`src/verilog/dmsc_defines.vh`:
```
`ifndef DMSC_DEFINES_VH
`define DMSC_DEFINES_VH

// register indices; byte address is four times the index
`define DMSC_IDX_CTRL6 8'h1e
`define DMSC_IDX_MON 8'h1f
`define DMSC_IDX_CTRL1 8'h40
`define DMSC_IDX_ESTAT 8'h41
`define DMSC_IDX_RS_FIRST 8'h60
`define DMSC_IDX_RS_LAST 8'h6b
`define DMSC_IDX_TS_FIRST 8'h70
`define DMSC_IDX_TS_LAST 8'h7b

// field positions in the receive common control register
`define DMSC_JCRC_BIT 7
`define DMSC_RALIGN_BIT 6
`define DMSC_TALIGN_BIT 5
`define DMSC_SEL_MSB 4
`define DMSC_SEL_LSB 0
// field position in the robbed-bit control register
`define DMSC_FORCE1_BIT 5

// reset values
`define DMSC_CTRL6_RST 8'h00
`define DMSC_CTRL1_RST 8'h00
`define DMSC_MON_RST 8'h00
`define DMSC_SIG_RST 8'h00

// frame geometry
`define DMSC_SIG_REGS 12
`define DMSC_CH_COUNT 5'd24
`define DMSC_FRM_LAST 5'd23
`define DMSC_BIT_LAST 3'd7

// elastic store pointer space: two frames of 193 bits
`define DMSC_ES_DEPTH 10'd386
`define DMSC_ES_LAST 9'd385
`define DMSC_ES_HALF 9'd97

// bus constants
`define DMSC_HSIZE_WORD 3'b010
`define DMSC_HRESP_OKAY 1'b0

`endif

```
`src/verilog/dmsc_pair_buffer.v`:
```
`timescale 1ns/1ps
module dmsc_pair_buffer #(
	parameter WIDTH = 2
) (
	// clock and reset
	input wire i_clk_sys,
	input wire i_rst_n,
	input wire i_ce,
	// filling side
	input wire i_in_valid,
	output wire o_in_ready,
	input wire [WIDTH-1:0] i_in_data,
	// draining side
	output wire o_out_valid,
	input wire i_out_ready,
	output wire [WIDTH-1:0] o_out_data
);
	reg [WIDTH-1:0] mem0_q;
	reg [WIDTH-1:0] mem1_q;
	reg wptr_q;
	reg rptr_q;
	reg [1:0] cnt_q;
	wire push;
	wire pop;

	// two entries let a stalled reader absorb one word in flight
	assign o_in_ready = (cnt_q != 2'd2);
	assign o_out_valid = (cnt_q != 2'd0);
	assign o_out_data = rptr_q ? mem1_q : mem0_q;
	assign push = i_in_valid & o_in_ready & i_ce;
	assign pop = o_out_valid & i_out_ready & i_ce;

	// storage and pointers
	always @(posedge i_clk_sys or negedge i_rst_n) begin
		if (!i_rst_n) begin
			mem0_q <= {WIDTH{1'b0}};
			mem1_q <= {WIDTH{1'b0}};
			wptr_q <= 1'b0;
			rptr_q <= 1'b0;
			cnt_q <= 2'd0;
		end else begin
			if (push) begin
				if (wptr_q)
					mem1_q <= i_in_data;
				else
					mem0_q <= i_in_data;
				wptr_q <= ~wptr_q;
			end
			if (pop)
				rptr_q <= ~rptr_q;
			if (push && !pop)
				cnt_q <= cnt_q + 2'd1;
			else if (pop && !push)
				cnt_q <= cnt_q - 2'd1;
		end
	end
endmodule // dmsc_pair_buffer

```
`src/verilog/dmsc_monitor.v`:
```
// Functional notes
// - bit 7 picks Japanese receive CRC6
// - five low bits select monitored channel
// - first received bit lands in bit 7
// - register and pin signaling run together
// - twelve receive and transmit signaling registers
// - force bit clear passes signaling unchanged
// - force bit set drives received robbed positions one on the serial output only
// - selector equals channel number minus one
`timescale 1ns/1ps
`include "dmsc_defines.vh"
module dmsc_monitor (
	// clock, reset, enable
	input wire i_clk_sys,
	input wire i_rst_n,
	input wire i_ce,
	// ahb-lite slave
	input wire i_hsel,
	input wire [31:0] i_haddr,
	input wire [1:0] i_htrans,
	input wire i_hwrite,
	input wire [2:0] i_hsize,
	input wire i_hready,
	input wire [31:0] i_hwdata,
	output reg [31:0] o_hrdata,
	output wire o_hreadyout,
	output wire o_hresp,
	// received t1 bit stream
	input wire i_rx_valid,
	output wire o_rx_ready,
	input wire i_rx_data,
	input wire i_rx_frame_start,
	input wire i_rx_multiframe_start,
	// receive backplane side
	output wire o_receive_serial_valid,
	input wire i_receive_serial_ready,
	output wire o_receive_serial_out,
	output wire o_receive_serial_frame,
	input wire i_receive_backplane_tick,
	output reg o_receive_signaling_pin,
	output reg o_receive_signaling_strobe,
	// transmit stream
	input wire i_tx_valid,
	input wire i_tx_data,
	input wire i_tx_frame_start,
	input wire i_tx_multiframe_start,
	input wire i_transmit_backplane_tick,
	output reg o_tx_valid,
	output reg o_tx_data,
	// control levels to neighbouring engines
	output wire o_rx_japan_crc6_select
);
	reg [7:0] ctrl6_q;
	reg [7:0] ctrl1_q;
	reg [7:0] mon_q;
	reg [6:0] mon_sh_q;
	reg ralign_prev_q;
	reg talign_prev_q;
	reg wr_pend_q;
	reg [7:0] waddr_q;
	reg [2:0] rbit_q;
	reg [4:0] rchan_q;
	reg [4:0] rfrm_q;
	reg [2:0] tbit_q;
	reg [4:0] tchan_q;
	reg [4:0] tfrm_q;
	reg [8:0] res_wr_q;
	reg [8:0] res_rd_q;
	reg [8:0] tes_wr_q;
	reg [8:0] tes_rd_q;
	reg [31:0] rd_val;
	wire [95:0] rs_flat;
	wire [95:0] ts_flat;
	wire [95:0] txsh_flat;
	wire take;
	wire addr_ok;
	wire [7:0] ridx;
	wire wr_en;
	wire [7:0] wbyte;
	wire [4:0] sel;
	wire force1;
	wire buf_in_ready;
	wire rx_take;
	wire rx_data_bit;
	wire [4:0] rsig;
	wire [3:0] rsig_idx;
	wire rx_robbed;
	wire rx_out_bit;
	wire rx_mf_edge;
	wire tx_take;
	wire tx_data_bit;
	wire [4:0] tsig;
	wire [3:0] tsig_idx;
	wire tx_robbed;
	wire tx_mf_edge;
	wire ralign_go;
	wire talign_go;
	wire [8:0] res_sep;
	wire [8:0] tes_sep;

	// {is signaling frame, first register index of that signaling letter}
	function [4:0] sig_base;
		input [4:0] frm;
		begin
			case (frm)
				5'd5: sig_base = {1'b1, 4'd0};
				5'd11: sig_base = {1'b1, 4'd3};
				5'd17: sig_base = {1'b1, 4'd6};
				5'd23: sig_base = {1'b1, 4'd9};
				default: sig_base = 5'd0;
			endcase
		end
	endfunction

	// pointer separation modulo the store depth
	function [8:0] es_sep;
		input [8:0] w;
		input [8:0] r;
		reg [9:0] t;
		begin
			t = {1'b0, w} + `DMSC_ES_DEPTH - {1'b0, r};
			if (w >= r)
				es_sep = w - r;
			else
				es_sep = t[8:0];
		end
	endfunction

	// read pointer placed half a frame behind the write pointer
	function [8:0] es_behind;
		input [8:0] w;
		reg [9:0] t;
		begin
			t = {1'b0, w} + `DMSC_ES_DEPTH - {1'b0, `DMSC_ES_HALF};
			if (w >= `DMSC_ES_HALF)
				es_behind = w - `DMSC_ES_HALF;
			else
				es_behind = t[8:0];
		end
	endfunction

	function [8:0] es_inc;
		input [8:0] p;
		begin
			es_inc = (p == `DMSC_ES_LAST) ? 9'h000 : p + 9'h001;
		end
	endfunction

	// bus slave: zero wait states, stalls only while the enable is low
	assign o_hreadyout = i_ce;
	assign o_hresp = `DMSC_HRESP_OKAY;
	assign take = i_hsel & i_hready & i_htrans[1] & i_ce;
	assign addr_ok = (i_haddr[31:10] == 22'h000000) && (i_haddr[1:0] == 2'b00);
	assign ridx = addr_ok ? i_haddr[9:2] : 8'hff;
	assign wr_en = wr_pend_q & i_ce;
	assign wbyte = i_hwdata[7:0];

	// control fields
	assign sel = ctrl6_q[`DMSC_SEL_MSB:`DMSC_SEL_LSB];
	assign force1 = ctrl1_q[`DMSC_FORCE1_BIT];
	assign o_rx_japan_crc6_select = ctrl6_q[`DMSC_JCRC_BIT];

	// receive position decode
	assign rx_take = i_rx_valid & buf_in_ready & i_ce;
	assign rx_data_bit = rx_take & ~i_rx_frame_start & (rchan_q < `DMSC_CH_COUNT);
	assign rsig = sig_base(rfrm_q);
	assign rsig_idx = rsig[3:0] + {2'b00, rchan_q[4:3]};
	assign rx_robbed = rx_data_bit & rsig[4] & (rbit_q == `DMSC_BIT_LAST);
	assign rx_mf_edge = rx_take & i_rx_frame_start & i_rx_multiframe_start;
	// forced ones only where a signaling bit was robbed
	assign rx_out_bit = (rx_robbed & force1) ? 1'b1 : i_rx_data;

	// transmit position decode
	assign tx_take = i_tx_valid & i_ce;
	assign tx_data_bit = tx_take & ~i_tx_frame_start & (tchan_q < `DMSC_CH_COUNT);
	assign tsig = sig_base(tfrm_q);
	assign tsig_idx = tsig[3:0] + {2'b00, tchan_q[4:3]};
	assign tx_robbed = tx_data_bit & tsig[4] & (tbit_q == `DMSC_BIT_LAST);
	assign tx_mf_edge = tx_take & i_tx_frame_start & i_tx_multiframe_start;

	// align acts on a clear-to-set transition of the stored bit
	assign ralign_go = ctrl6_q[`DMSC_RALIGN_BIT] & ~ralign_prev_q;
	assign talign_go = ctrl6_q[`DMSC_TALIGN_BIT] & ~talign_prev_q;
	assign res_sep = es_sep(res_wr_q, res_rd_q);
	assign tes_sep = es_sep(tes_wr_q, tes_rd_q);

	// per-register signaling storage
	genvar gi;
	generate
		for (gi = 0; gi < `DMSC_SIG_REGS; gi = gi + 1) begin : g_sig
			reg [7:0] rxsh_q;
			reg [7:0] rs_q;
			reg [7:0] ts_q;
			reg [7:0] txsh_q;
			always @(posedge i_clk_sys or negedge i_rst_n) begin
				if (!i_rst_n) begin
					rxsh_q <= `DMSC_SIG_RST;
					rs_q <= `DMSC_SIG_RST;
					ts_q <= `DMSC_SIG_RST;
					txsh_q <= `DMSC_SIG_RST;
				end else if (i_ce) begin
					// collect robbed bits, publish whole multiframe at once
					if (rx_robbed && rsig_idx == gi)
						rxsh_q[rchan_q[2:0]] <= i_rx_data;
					if (rx_mf_edge)
						rs_q <= rxsh_q;
					if (wr_en && waddr_q == `DMSC_IDX_TS_FIRST + gi)
						ts_q <= wbyte;
					// software may rewrite ts freely; transmit sees a frozen copy
					if (tx_mf_edge)
						txsh_q <= ts_q;
				end
			end
			assign rs_flat[gi*8 +: 8] = rs_q;
			assign ts_flat[gi*8 +: 8] = ts_q;
			assign txsh_flat[gi*8 +: 8] = txsh_q;
		end
	endgenerate

	// read mux, forwarding a write that completes on the same edge
	always @* begin
		rd_val = 32'h00000000;
		case (ridx)
			`DMSC_IDX_CTRL6: begin
				rd_val[7:0] = (wr_en && waddr_q == ridx) ? wbyte : ctrl6_q;
			end
			`DMSC_IDX_MON: begin
				rd_val[7:0] = mon_q;
			end
			`DMSC_IDX_CTRL1: begin
				rd_val[7:0] = (wr_en && waddr_q == ridx) ? wbyte : ctrl1_q;
			end
			`DMSC_IDX_ESTAT: begin
				rd_val = {7'h00, tes_sep, 7'h00, res_sep};
			end
			default: begin
				if (ridx >= `DMSC_IDX_RS_FIRST && ridx <= `DMSC_IDX_RS_LAST)
					rd_val[7:0] = rs_flat[(ridx - `DMSC_IDX_RS_FIRST)*8 +: 8];
				else if (ridx >= `DMSC_IDX_TS_FIRST && ridx <= `DMSC_IDX_TS_LAST) begin
					if (wr_en && waddr_q == ridx)
						rd_val[7:0] = wbyte;
					else
						rd_val[7:0] = ts_flat[(ridx - `DMSC_IDX_TS_FIRST)*8 +: 8];
				end
			end
		endcase
	end

	// bus phases and control registers
	always @(posedge i_clk_sys or negedge i_rst_n) begin
		if (!i_rst_n) begin
			o_hrdata <= 32'h00000000;
			wr_pend_q <= 1'b0;
			waddr_q <= 8'h00;
			ctrl6_q <= `DMSC_CTRL6_RST;
			ctrl1_q <= `DMSC_CTRL1_RST;
			ralign_prev_q <= 1'b0;
			talign_prev_q <= 1'b0;
		end else if (i_ce) begin
			wr_pend_q <= take & i_hwrite & (i_hsize == `DMSC_HSIZE_WORD);
			waddr_q <= ridx;
			if (take && !i_hwrite)
				o_hrdata <= rd_val;
			if (wr_en && waddr_q == `DMSC_IDX_CTRL6)
				ctrl6_q <= wbyte;
			if (wr_en && waddr_q == `DMSC_IDX_CTRL1)
				ctrl1_q <= wbyte;
			ralign_prev_q <= ctrl6_q[`DMSC_RALIGN_BIT];
			talign_prev_q <= ctrl6_q[`DMSC_TALIGN_BIT];
		end
	end

	// receive frame position counters
	always @(posedge i_clk_sys or negedge i_rst_n) begin
		if (!i_rst_n) begin
			rbit_q <= 3'd0;
			rchan_q <= 5'd0;
			rfrm_q <= 5'd0;
		end else if (rx_take) begin
			if (i_rx_frame_start) begin
				rbit_q <= 3'd0;
				rchan_q <= 5'd0;
				if (i_rx_multiframe_start || rfrm_q == `DMSC_FRM_LAST)
					rfrm_q <= 5'd0;
				else
					rfrm_q <= rfrm_q + 5'd1;
			end else if (rchan_q < `DMSC_CH_COUNT) begin
				rbit_q <= rbit_q + 3'd1;
				// channel index is selector value, i.e. channel number minus one
				if (rbit_q == `DMSC_BIT_LAST)
					rchan_q <= rchan_q + 5'd1;
			end
		end
	end

	// channel monitor: shift selected byte msb first, commit at its last bit
	always @(posedge i_clk_sys or negedge i_rst_n) begin
		if (!i_rst_n) begin
			mon_sh_q <= 7'h00;
			mon_q <= `DMSC_MON_RST;
		end else if (rx_data_bit && rchan_q == sel) begin
			// out-of-range selectors never match, so the byte holds
			mon_sh_q <= {mon_sh_q[5:0], i_rx_data};
			if (rbit_q == `DMSC_BIT_LAST)
				mon_q <= {mon_sh_q, i_rx_data};
		end
	end

	// pin signaling runs beside the registers, neither gates the other
	always @(posedge i_clk_sys or negedge i_rst_n) begin
		if (!i_rst_n) begin
			o_receive_signaling_pin <= 1'b0;
			o_receive_signaling_strobe <= 1'b0;
		end else if (i_ce) begin
			o_receive_signaling_strobe <= rx_robbed;
			if (rx_robbed)
				o_receive_signaling_pin <= i_rx_data;
		end
	end

	// received stream toward the backplane; back-pressure stalls intake
	dmsc_pair_buffer #(
		.WIDTH(2)
	) u_rx_buf (
		.i_clk_sys(i_clk_sys),
		.i_rst_n(i_rst_n),
		.i_ce(i_ce),
		.i_in_valid(i_rx_valid),
		.o_in_ready(buf_in_ready),
		.i_in_data({i_rx_frame_start, rx_out_bit}),
		.o_out_valid(o_receive_serial_valid),
		.i_out_ready(i_receive_serial_ready),
		.o_out_data({o_receive_serial_frame, o_receive_serial_out})
	);
	assign o_rx_ready = buf_in_ready;

	// transmit counters and robbed-bit insertion
	always @(posedge i_clk_sys or negedge i_rst_n) begin
		if (!i_rst_n) begin
			tbit_q <= 3'd0;
			tchan_q <= 5'd0;
			tfrm_q <= 5'd0;
			o_tx_valid <= 1'b0;
			o_tx_data <= 1'b0;
		end else if (i_ce) begin
			o_tx_valid <= tx_take;
			if (tx_take) begin
				if (tx_robbed)
					o_tx_data <= txsh_flat[{tsig_idx, tchan_q[2:0]}];
				else
					o_tx_data <= i_tx_data;
				if (i_tx_frame_start) begin
					tbit_q <= 3'd0;
					tchan_q <= 5'd0;
					if (i_tx_multiframe_start || tfrm_q == `DMSC_FRM_LAST)
						tfrm_q <= 5'd0;
					else
						tfrm_q <= tfrm_q + 5'd1;
				end else if (tchan_q < `DMSC_CH_COUNT) begin
					tbit_q <= tbit_q + 3'd1;
					if (tbit_q == `DMSC_BIT_LAST)
						tchan_q <= tchan_q + 5'd1;
				end
			end
		end
	end

	// elastic store pointers; align only pulls a too-close pair apart
	always @(posedge i_clk_sys or negedge i_rst_n) begin
		if (!i_rst_n) begin
			res_wr_q <= 9'h000;
			res_rd_q <= 9'h000;
			tes_wr_q <= 9'h000;
			tes_rd_q <= 9'h000;
		end else if (i_ce) begin
			if (rx_take)
				res_wr_q <= es_inc(res_wr_q);
			if (ralign_go && res_sep < `DMSC_ES_HALF)
				res_rd_q <= es_behind(res_wr_q);
			else if (i_receive_backplane_tick)
				res_rd_q <= es_inc(res_rd_q);
			if (i_transmit_backplane_tick)
				tes_wr_q <= es_inc(tes_wr_q);
			if (talign_go && tes_sep < `DMSC_ES_HALF)
				tes_rd_q <= es_behind(tes_wr_q);
			else if (tx_take)
				tes_rd_q <= es_inc(tes_rd_q);
		end
	end
endmodule // dmsc_monitor

```
`config.mk`:
```
export PLATFORM = sky130hd
export DESIGN_NAME = dmsc_monitor
export DESIGN_NICKNAME = d
export VERILOG_FILES = /design/src/verilog/dmsc_pair_buffer.v /design/src/verilog/dmsc_monitor.v
export VERILOG_INCLUDE_DIRS = /design/src /design/src/verilog
export SDC_FILE = /design/constraint.sdc
export NUM_CORES = 1
export LEC_CHECK = 0
export BUFFER_PORTS_ARGS = -buffer_cell sky130_fd_sc_hd__clkbuf_2
export CAP_MARGIN = 20
export CORE_MARGIN = 1
export CORE_UTILIZATION = 65
export DETAILED_ROUTE_END_ITERATION = 12
export PLACE_DENSITY = 0.81
export SLEW_MARGIN = 0
export SYNTH_ARGS = -nofsm -noshare
export SYNTH_HDL_FRONTEND = slang
export SYNTH_SLANG_ARGS = --single-unit
```
`constraint.sdc`:
```
create_clock -name i_clk_sys -period 6.1 [get_ports i_clk_sys]
set_input_delay 0.915 -clock i_clk_sys [delete_from_list [all_inputs] [get_ports i_clk_sys]]
set_output_delay 0.915 -clock i_clk_sys [all_outputs]
set_load 0.02 [all_outputs]
```
Word-level counts from Yosys, hierarchy flattened
Index checks and enable logic that the tools add are counted.
Storage, ports and cells
  RAM bits: 0
  input port bits: 86
  memory bits (read-only): 0
  latch bits: 0
  memories kept: 0
  word-level logic and storage cells: 350
  register bits: 532
  output and inout port bits: 43
Operators by class
  eq/ne operators: 47
  multiply operators: 0
  divide/modulo/power cells: 0
  $lt $le $gt $ge: 15
  shifts and indexed selects: 2
  reduce and logical (&&, ||, !) cells: 97
  bitwise logic cells: 32
  multiplexer cells: 55
  add/sub/neg operators: 26
Operators by type and width (number)
  variable part select 96 x 33 -> 8 bit: 2
  equality test 8 x 7 -> 1 bit (second input constant): 15
  2-to-1 mux 9 bit: 12
  bitwise mux 8 bit: 12
  AND reduction 2 bit: 40
  2-to-1 mux 8 bit: 6
  2-to-1 mux 5 bit: 8
  case mux 5 bit (4 select lines): 2
  logical AND 1 bit: 37
  adder 9 x 1 -> 9 bit (second input constant): 4
  equality test 9 bit (second input constant): 4
  subtractor 9 x 7 -> 9 bit (second input constant): 4
  subtractor 9 bit: 4
  case mux 8 bit (4 select lines): 1
  bitwise AND 1 bit: 26
  equality test 8 x 5 -> 1 bit (second input constant): 3
  logical NOT 22 bit: 1
  adder 5 x 1 -> 5 bit (second input constant): 4
  equality test 5 bit (second input constant): 4
  adder 9 bit (second input constant): 2
  >= comparator 9 x 7 -> 1 bit (second input constant): 2
  >= comparator 9 bit: 2
  < comparator 9 x 7 -> 1 bit (second input constant): 2
  subtractor 8 x 7 -> 9 bit (second input constant): 2
  other kinds (35): 75

Depth between registers and ports, before layout
  depth after elaboration: 9
  gate-level depth with buffers: 16
  gate-level depth less buffers: 15

By module
A second synthesis with hierarchy kept.
Second synthesis, totals
  cell total of the unflattened synthesis: 2479
  area total of the unflattened synthesis: 27715.3 um^2
By module, submodules not included
  dmsc_monitor: instances 1, seq. area each 12762.2 um^2, area an instance 27321.2 um^2, cells each 2452
  dmsc_pair_buffer: instances 1, seq. area each 200.2 um^2, area an instance 394.1 um^2, cells each 27

Least setup slack after synthesis
OpenSTA, ideal clock, no wires.
  path kind: input to register
  start point: input i_haddr[29]
  end point: register o_hrdata[0]
  buffers on the path: 1
  path slack: 2.032 ns
  cell stages on the path: 16
  library setup time: 0.072 ns
  data required time: 6.028 ns
  arrival: 3.997 ns
  cells stage by stage: nor4_2 nand4_2 or2_1 buf_2 nor2_1 inv_1 ha_1 a21oi_1 a32oi_1 nor3_1 nand3b_1 a21oi_1 nand4_1 o2111ai_1 o32ai_1 nor2_1
On the way
  cells in the longest elaborated chain, start to end: 9
  elaborated cells between the ends (all ways): 25
  those cells by class: add/sub: 2; order compare: 4; eq/ne: 5; shift: 2; mux: 7; reduce/logical: 5
RTL lines
  start, declared: line dmsc_monitor.v:19  | input wire [31:0] i_haddr,
  logical NOT 22 bit *: line dmsc_monitor.v:153  | assign addr_ok = (i_haddr[31:10] == 22'h000000) && (i_haddr[1:0] == 2'b00);
  logical AND 1 bit *: line dmsc_monitor.v:153
  2-to-1 mux 8 bit *: line dmsc_monitor.v:154  | assign ridx = addr_ok ? i_haddr[9:2] : 8'hff;
  via ridx[5]: line dmsc_monitor.v:77  | wire [7:0] ridx;
  subtractor 8 x 7 -> 9 bit (no source line) / equality test 8 bit (equally long branches)
  variable part select 96 x 33 -> 8 bit / logical AND 1 bit (equally long branches)
  2-to-1 mux 8 bit: line dmsc_monitor.v:240  | if (wr_en && waddr_q == ridx)
  2-to-1 mux 8 bit: line dmsc_monitor.v:239  | else if (ridx >= `DMSC_IDX_TS_FIRST && ridx <= `DMSC_IDX_TS_LAST) begin
  2-to-1 mux 8 bit: line dmsc_monitor.v:237  | if (ridx >= `DMSC_IDX_RS_FIRST && ridx <= `DMSC_IDX_RS_LAST)
  case mux 8 bit (4 select lines) *: line dmsc_monitor.v:223  | case (ridx)
  end signal, assigned: line dmsc_monitor.v:263  | o_hrdata <= rd_val;
  end, declared: line dmsc_monitor.v:25  | output reg [31:0] o_hrdata,
Mark *: on every way through the listed nets, which the timed path passes. The rest lies on a longest branch.
A chain may end at the register's enable or synchronous reset.

Worst setup path in the final report
  start point: input i_haddr[11]
  end point: register o_hrdata[3]
On the way
  cells in the longest elaborated chain, start to end: 9
  elaborated cells between the ends (all ways): 25
  those cells by class: add/sub: 2; order compare: 4; eq/ne: 5; shift: 2; mux: 7; reduce/logical: 5
RTL lines (line)
  logical NOT 22 bit *: dmsc_monitor.v:153
  logical AND 1 bit *: dmsc_monitor.v:153
  2-to-1 mux 8 bit *: dmsc_monitor.v:154
  subtractor 8 x 7 -> 9 bit (no source line) / equality test 8 bit (equally long branches)
  variable part select 96 x 33 -> 8 bit / logical AND 1 bit (equally long branches)
  2-to-1 mux 8 bit: dmsc_monitor.v:240
  2-to-1 mux 8 bit: dmsc_monitor.v:239
  2-to-1 mux 8 bit: dmsc_monitor.v:237
  case mux 8 bit (4 select lines) *: dmsc_monitor.v:223
Mark *: on every way between the ends. The rest lies on a longest branch, timed or not.

==> summary.md <==
| Metric | Value |
|---|---|
| Place WS | `0.871 ns` |
| Sequential-to-total area share from yosys stat | `46.7%` |
| Antenna Nets Post-Route | `0` |
| Post-CTS Hold Fix Bufs | `0` |
| Mapped Area | `27700 sq um` |
| Die area | `43500 sq um` |
| Sum of buffers and inverters on the critical path | `1` |
| Mean Syn Cell Area | `11.0 sq um` |
| Worst Tran Pin Value | `1.11 ns` |
| Final nets | `2703` |
| H-Tree Depth | `2` |
| Max Fclk | `209 MHz` |
| Vias in the first global route | `20.5k` |
| Fill cell count | `2973` |
| Crit path arrival time | `5.32 ns` |
| Met2 WL | `33800 microns` |
| Initial Util | `66.0%` |
| Seq cells post-synth | `518` |
| Fin. max-slew vios | `0` |
| Row count | `75` |
| Top Ports | `129` |
| Final WL | `69700 microns` |
| TritonCTS clock tree | `yes` |
| Status | `completed` |
| Period minus WS final | `4.79 ns` |
| Clock Pin Slew Worst Setup and Hold Paths | `0.06 ns` |
| Iter 0 DRT Violations | `2123` |
| Setup bufs post-CTS | `0` |
| CP cell instances | `clkbuf_2, nor4_2, nand4_2, or2_1, nor2_1, ha_1, nand2_1, nor4_1, nor2_1, a21oi_1, nand4_1, o2111ai_1, o32ai_1, nor2_1` |
| Leakage | `14.3 nW` |
| Unrepaired setup endpoints after global routing | `false` |
| Setup TNS | `0 ns` |
| Drt pass-1 iters | `6` |
| Syn Inst Count | `2512` |
| HP Class | `input port to asynchronous set/reset pin` |
| Setup crit start kind | `input port` |
| Layout cells sized above 1 | `26.5%` |
| Crit-path slowest cell | `nor4_1` |
| Final Hold Viols | `0` |
| Die Y | `209 microns` |
| Post-cts sizing count | `0` |
| Fin crit share | `78.5%` |
| Final Cell Area | `30300 sq um` |
| Worst Skew | `0.0144 ns` |
| WS Path Type | `input port to register` |
| Fraction of registers with async set/reset | `100%` |
| Core Area | `42000 sq um` |
| Initial antenna violation count | `3` |
| CP top delay family | `simple AND/OR/NAND/NOR gates` |
| Clock root buffer | `clkbuf_16` |
| Final worst slack | `1.31 ns` |
| Final-report setup violation count | `0` |
| Routed len/inst | `22.3 microns` |
| # port buffers | `88` |
| Largest net degree at the start of global routing | `168` |
| Drt via density | `6.52` |
| # DRC | `0` |
| Met3 wire len | `5020 microns` |
| Synth Warn # | `0` |
| GP Congestion | `0.914` |
| VDD IR-drop max | `0.265 mV` |
| Global-route wire length before repair | `112000 microns` |
| CP endpoint kind | `register` |
| Number of synthesized flops with an enable pin | `0` |
| HPWL after DPL | `47500 microns` |
| Top sig layer | `met5` |
| Distinct cells, synth | `83` |
| GR Overflow Total | `0` |
| Worst path max stage delay | `0.61 ns` |
| Crit-path max FO | `17` |
| PwrDens | `314 nW/um^2` |
| DP Area | `28400 sq um` |
| Global-route usage over all layers | `32.5%` |
| Worst slew margin | `25.6%` |
| CP most frequent cell | `nor2_1` |
| CTS sink cnt | `518` |
| Ys flop type | `dfrtp_1` |
| Req. time, crit path | `6.63 ns` |
| Met1 wire length | `28700 microns` |
| Clk buf depth | `3` |
| Num CTS Buffers | `52` |
| Via Count | `20.4k` |
| Synth-to-Final Area Change | `9.14%` |
| Width of the die | `209 microns` |
| Worst skew pair latency | `0.61 ns` |
| Max_cap viols | `0` |
[area by class of cell]
class / count / area (sq um) / share of cell area, %
Sequential cell: 518 / 13000 / 42.8
Antenna cell: 3 / 7.51 / 0.0248
Multi-Input combinational cell: 1805 / 14000 / 46.1
Clock buffer: 72 / 1520 / 5.01
Timing Repair Buffer: 110 / 651 / 2.15
Inverter: 53 / 199 / 0.657
Clock inverter: 24 / 299 / 0.988
Tap cell: 539 / 674 / 2.23
[Yosys cell counts (all sizes together) (11+ instances only)]
cell | instances | area, sq um
a211oi | 31 | 233
a21o | 12 | 90.1
a21oi | 79 | 399
a221oi | 11 | 103
a31oi | 24 | 150
and3 | 18 | 113
buf | 69 | 389
clkbuf | 81 | 304
dfrtp | 518 | 13000
ha | 71 | 888
inv | 51 | 191
mux2 | 423 | 4760
mux2i | 81 | 811
mux4 | 26 | 586
nand2 | 268 | 1010
nand2b | 19 | 119
nand3 | 62 | 315
nand3b | 16 | 120
nand4 | 16 | 106
nor2 | 163 | 612
nor2b | 23 | 144
nor3 | 44 | 225
nor3b | 11 | 82.6
nor4 | 17 | 153
o211ai | 14 | 105
o21ai | 102 | 510
o221ai | 19 | 166
o22ai | 11 | 68.8
xnor2 | 42 | 368
xor2 | 47 | 412
[registers in the layout, summed over array words and instances, names as in the netlist, 7 cells and up]
| name | count |
|---|---|
| g_sig.txsh_q | 96 |
| tes_rd_q | 9 |
| tes_wr_q | 9 |
| ctrl6_q | 8 |
| mon_sh_q | 7 |
| g_sig.rxsh_q | 96 |
| g_sig.ts_q | 96 |
| mon_q | 8 |
| res_rd_q | 9 |
| g_sig.rs_q | 96 |
| waddr_q | 8 |
| res_wr_q | 9 |
| ctrl1_q | 8 |
| o_hrdata | 18 |
[kinds of logic (layout without fill, tap and decap cells)]
kind of cell	count (synthesis)	count (layout)	synth area share, %
multiplexers	530	530	22.2
buffers and inverters	203	259	3.22
flip-flops	518	518	46.7
AND/OR/NAND/NOR	698	698	11.9
adder cells (fa/ha/maj)	77	77	3.64
AO/OA/AOI/OAI	396	396	9.48
other	1	18	0.0135
XOR/XNOR	89	89	2.81
[final timing paths]
kind / cells past startpoint / from / slack, ns / endpoint
max: 14 / i_haddr[11] / 1.31 / o_hrdata[3]$_DFFE_PN0P_
min: 1 / i_rst_n / 0.34 / tes_wr_q[3]$_DFFE_PN0P_
max reg2reg: 11 / tes_wr_q[1]$_DFFE_PN0P_ / 1.67 / tes_rd_q[6]$_DFFE_PN0P_
min reg2reg: 2 / o_tx_data$_DFFE_PN0P_ / 0.49 / o_tx_data$_DFFE_PN0P_
max in group asynchronous: 2 / i_rst_n / 4.36 / g_sig[1].rxsh_q[3]$_DFFE_PN0P_
min in group i_clk_sys: 2 / o_tx_data$_DFFE_PN0P_ / 0.49 / o_tx_data$_DFFE_PN0P_
[cell usage in the layout (no fill, tap or decap), drive strengths merged, types with 11 or more instances in the layout]
master  count
a211oi     31
a21o       12
a21oi      79
a221oi     11
a31oi      24
and3       18
buf        23
clkbuf    159
clkinv     16
conb       15
dfrtp     518
ha         71
inv        54
mux2      423
mux2i      81
mux4       26
nand2     268
nand2b     19
nand3      62
nand3b     16
nand4      16
nor2      163
nor2b      23
nor3       44
nor3b      11
nor4       17
o211ai     14
o21ai     102
o221ai     19
o22ai      11
xnor2      42
xor2       47
[where the power goes]
group	total (mW)	switching (mW)	internal, mW	leakage, nW
registers	3.84	0.254	3.58	7.09
clock network	3.38	1.38	1.99	0.905
logic	2.29	1.39	0.906	6.35
total	9.51	3.03	6.48	14.3
[per-layer routing]
| layer | GRT usage, % | up-vias |
|---|---|---|
| li1 | - | 9122 |
| met1 | 44.1 | 10300 |
| met2 | 53.7 | 816 |
| met3 | 4.93 | 148 |
| met4 | 11.7 | 2 |
| met5 | 0 | - |
[worst reg2reg max path: stages, from the launching register on]
cell,delay [ns]
dfrtp_1,0.58
inv_1,0.26
ha_1,0.42
nor2_1,0.07
o31ai_1,0.47
a21oi_1,0.16
a2111oi_0,0.61
nor4bb_1,0.13
o32ai_1,0.16
and4_1,0.78
mux2_2,0.42
o221a_2,0.26
[per-stage QoR]
step / util [%] / cells / power, mW / hold WS (ns)
2_1_floorplan: - / 2526 / 5.49 / 0.442
3_3_place_gp: 67.7 / 3024 / 6.04 / 0.459
3_5_place_dp: 67.7 / 3024 / 6.12 / 0.479
4_1_cts: 72.0 / 3120 / 9.49 / 0.387
5_1_grt: 72.0 / 3123 / 9.94 / 0.405
6_report: 72.0 / 3124 / 9.51 / 0.338
No activity file was read; power rests on OpenSTA's default activity.
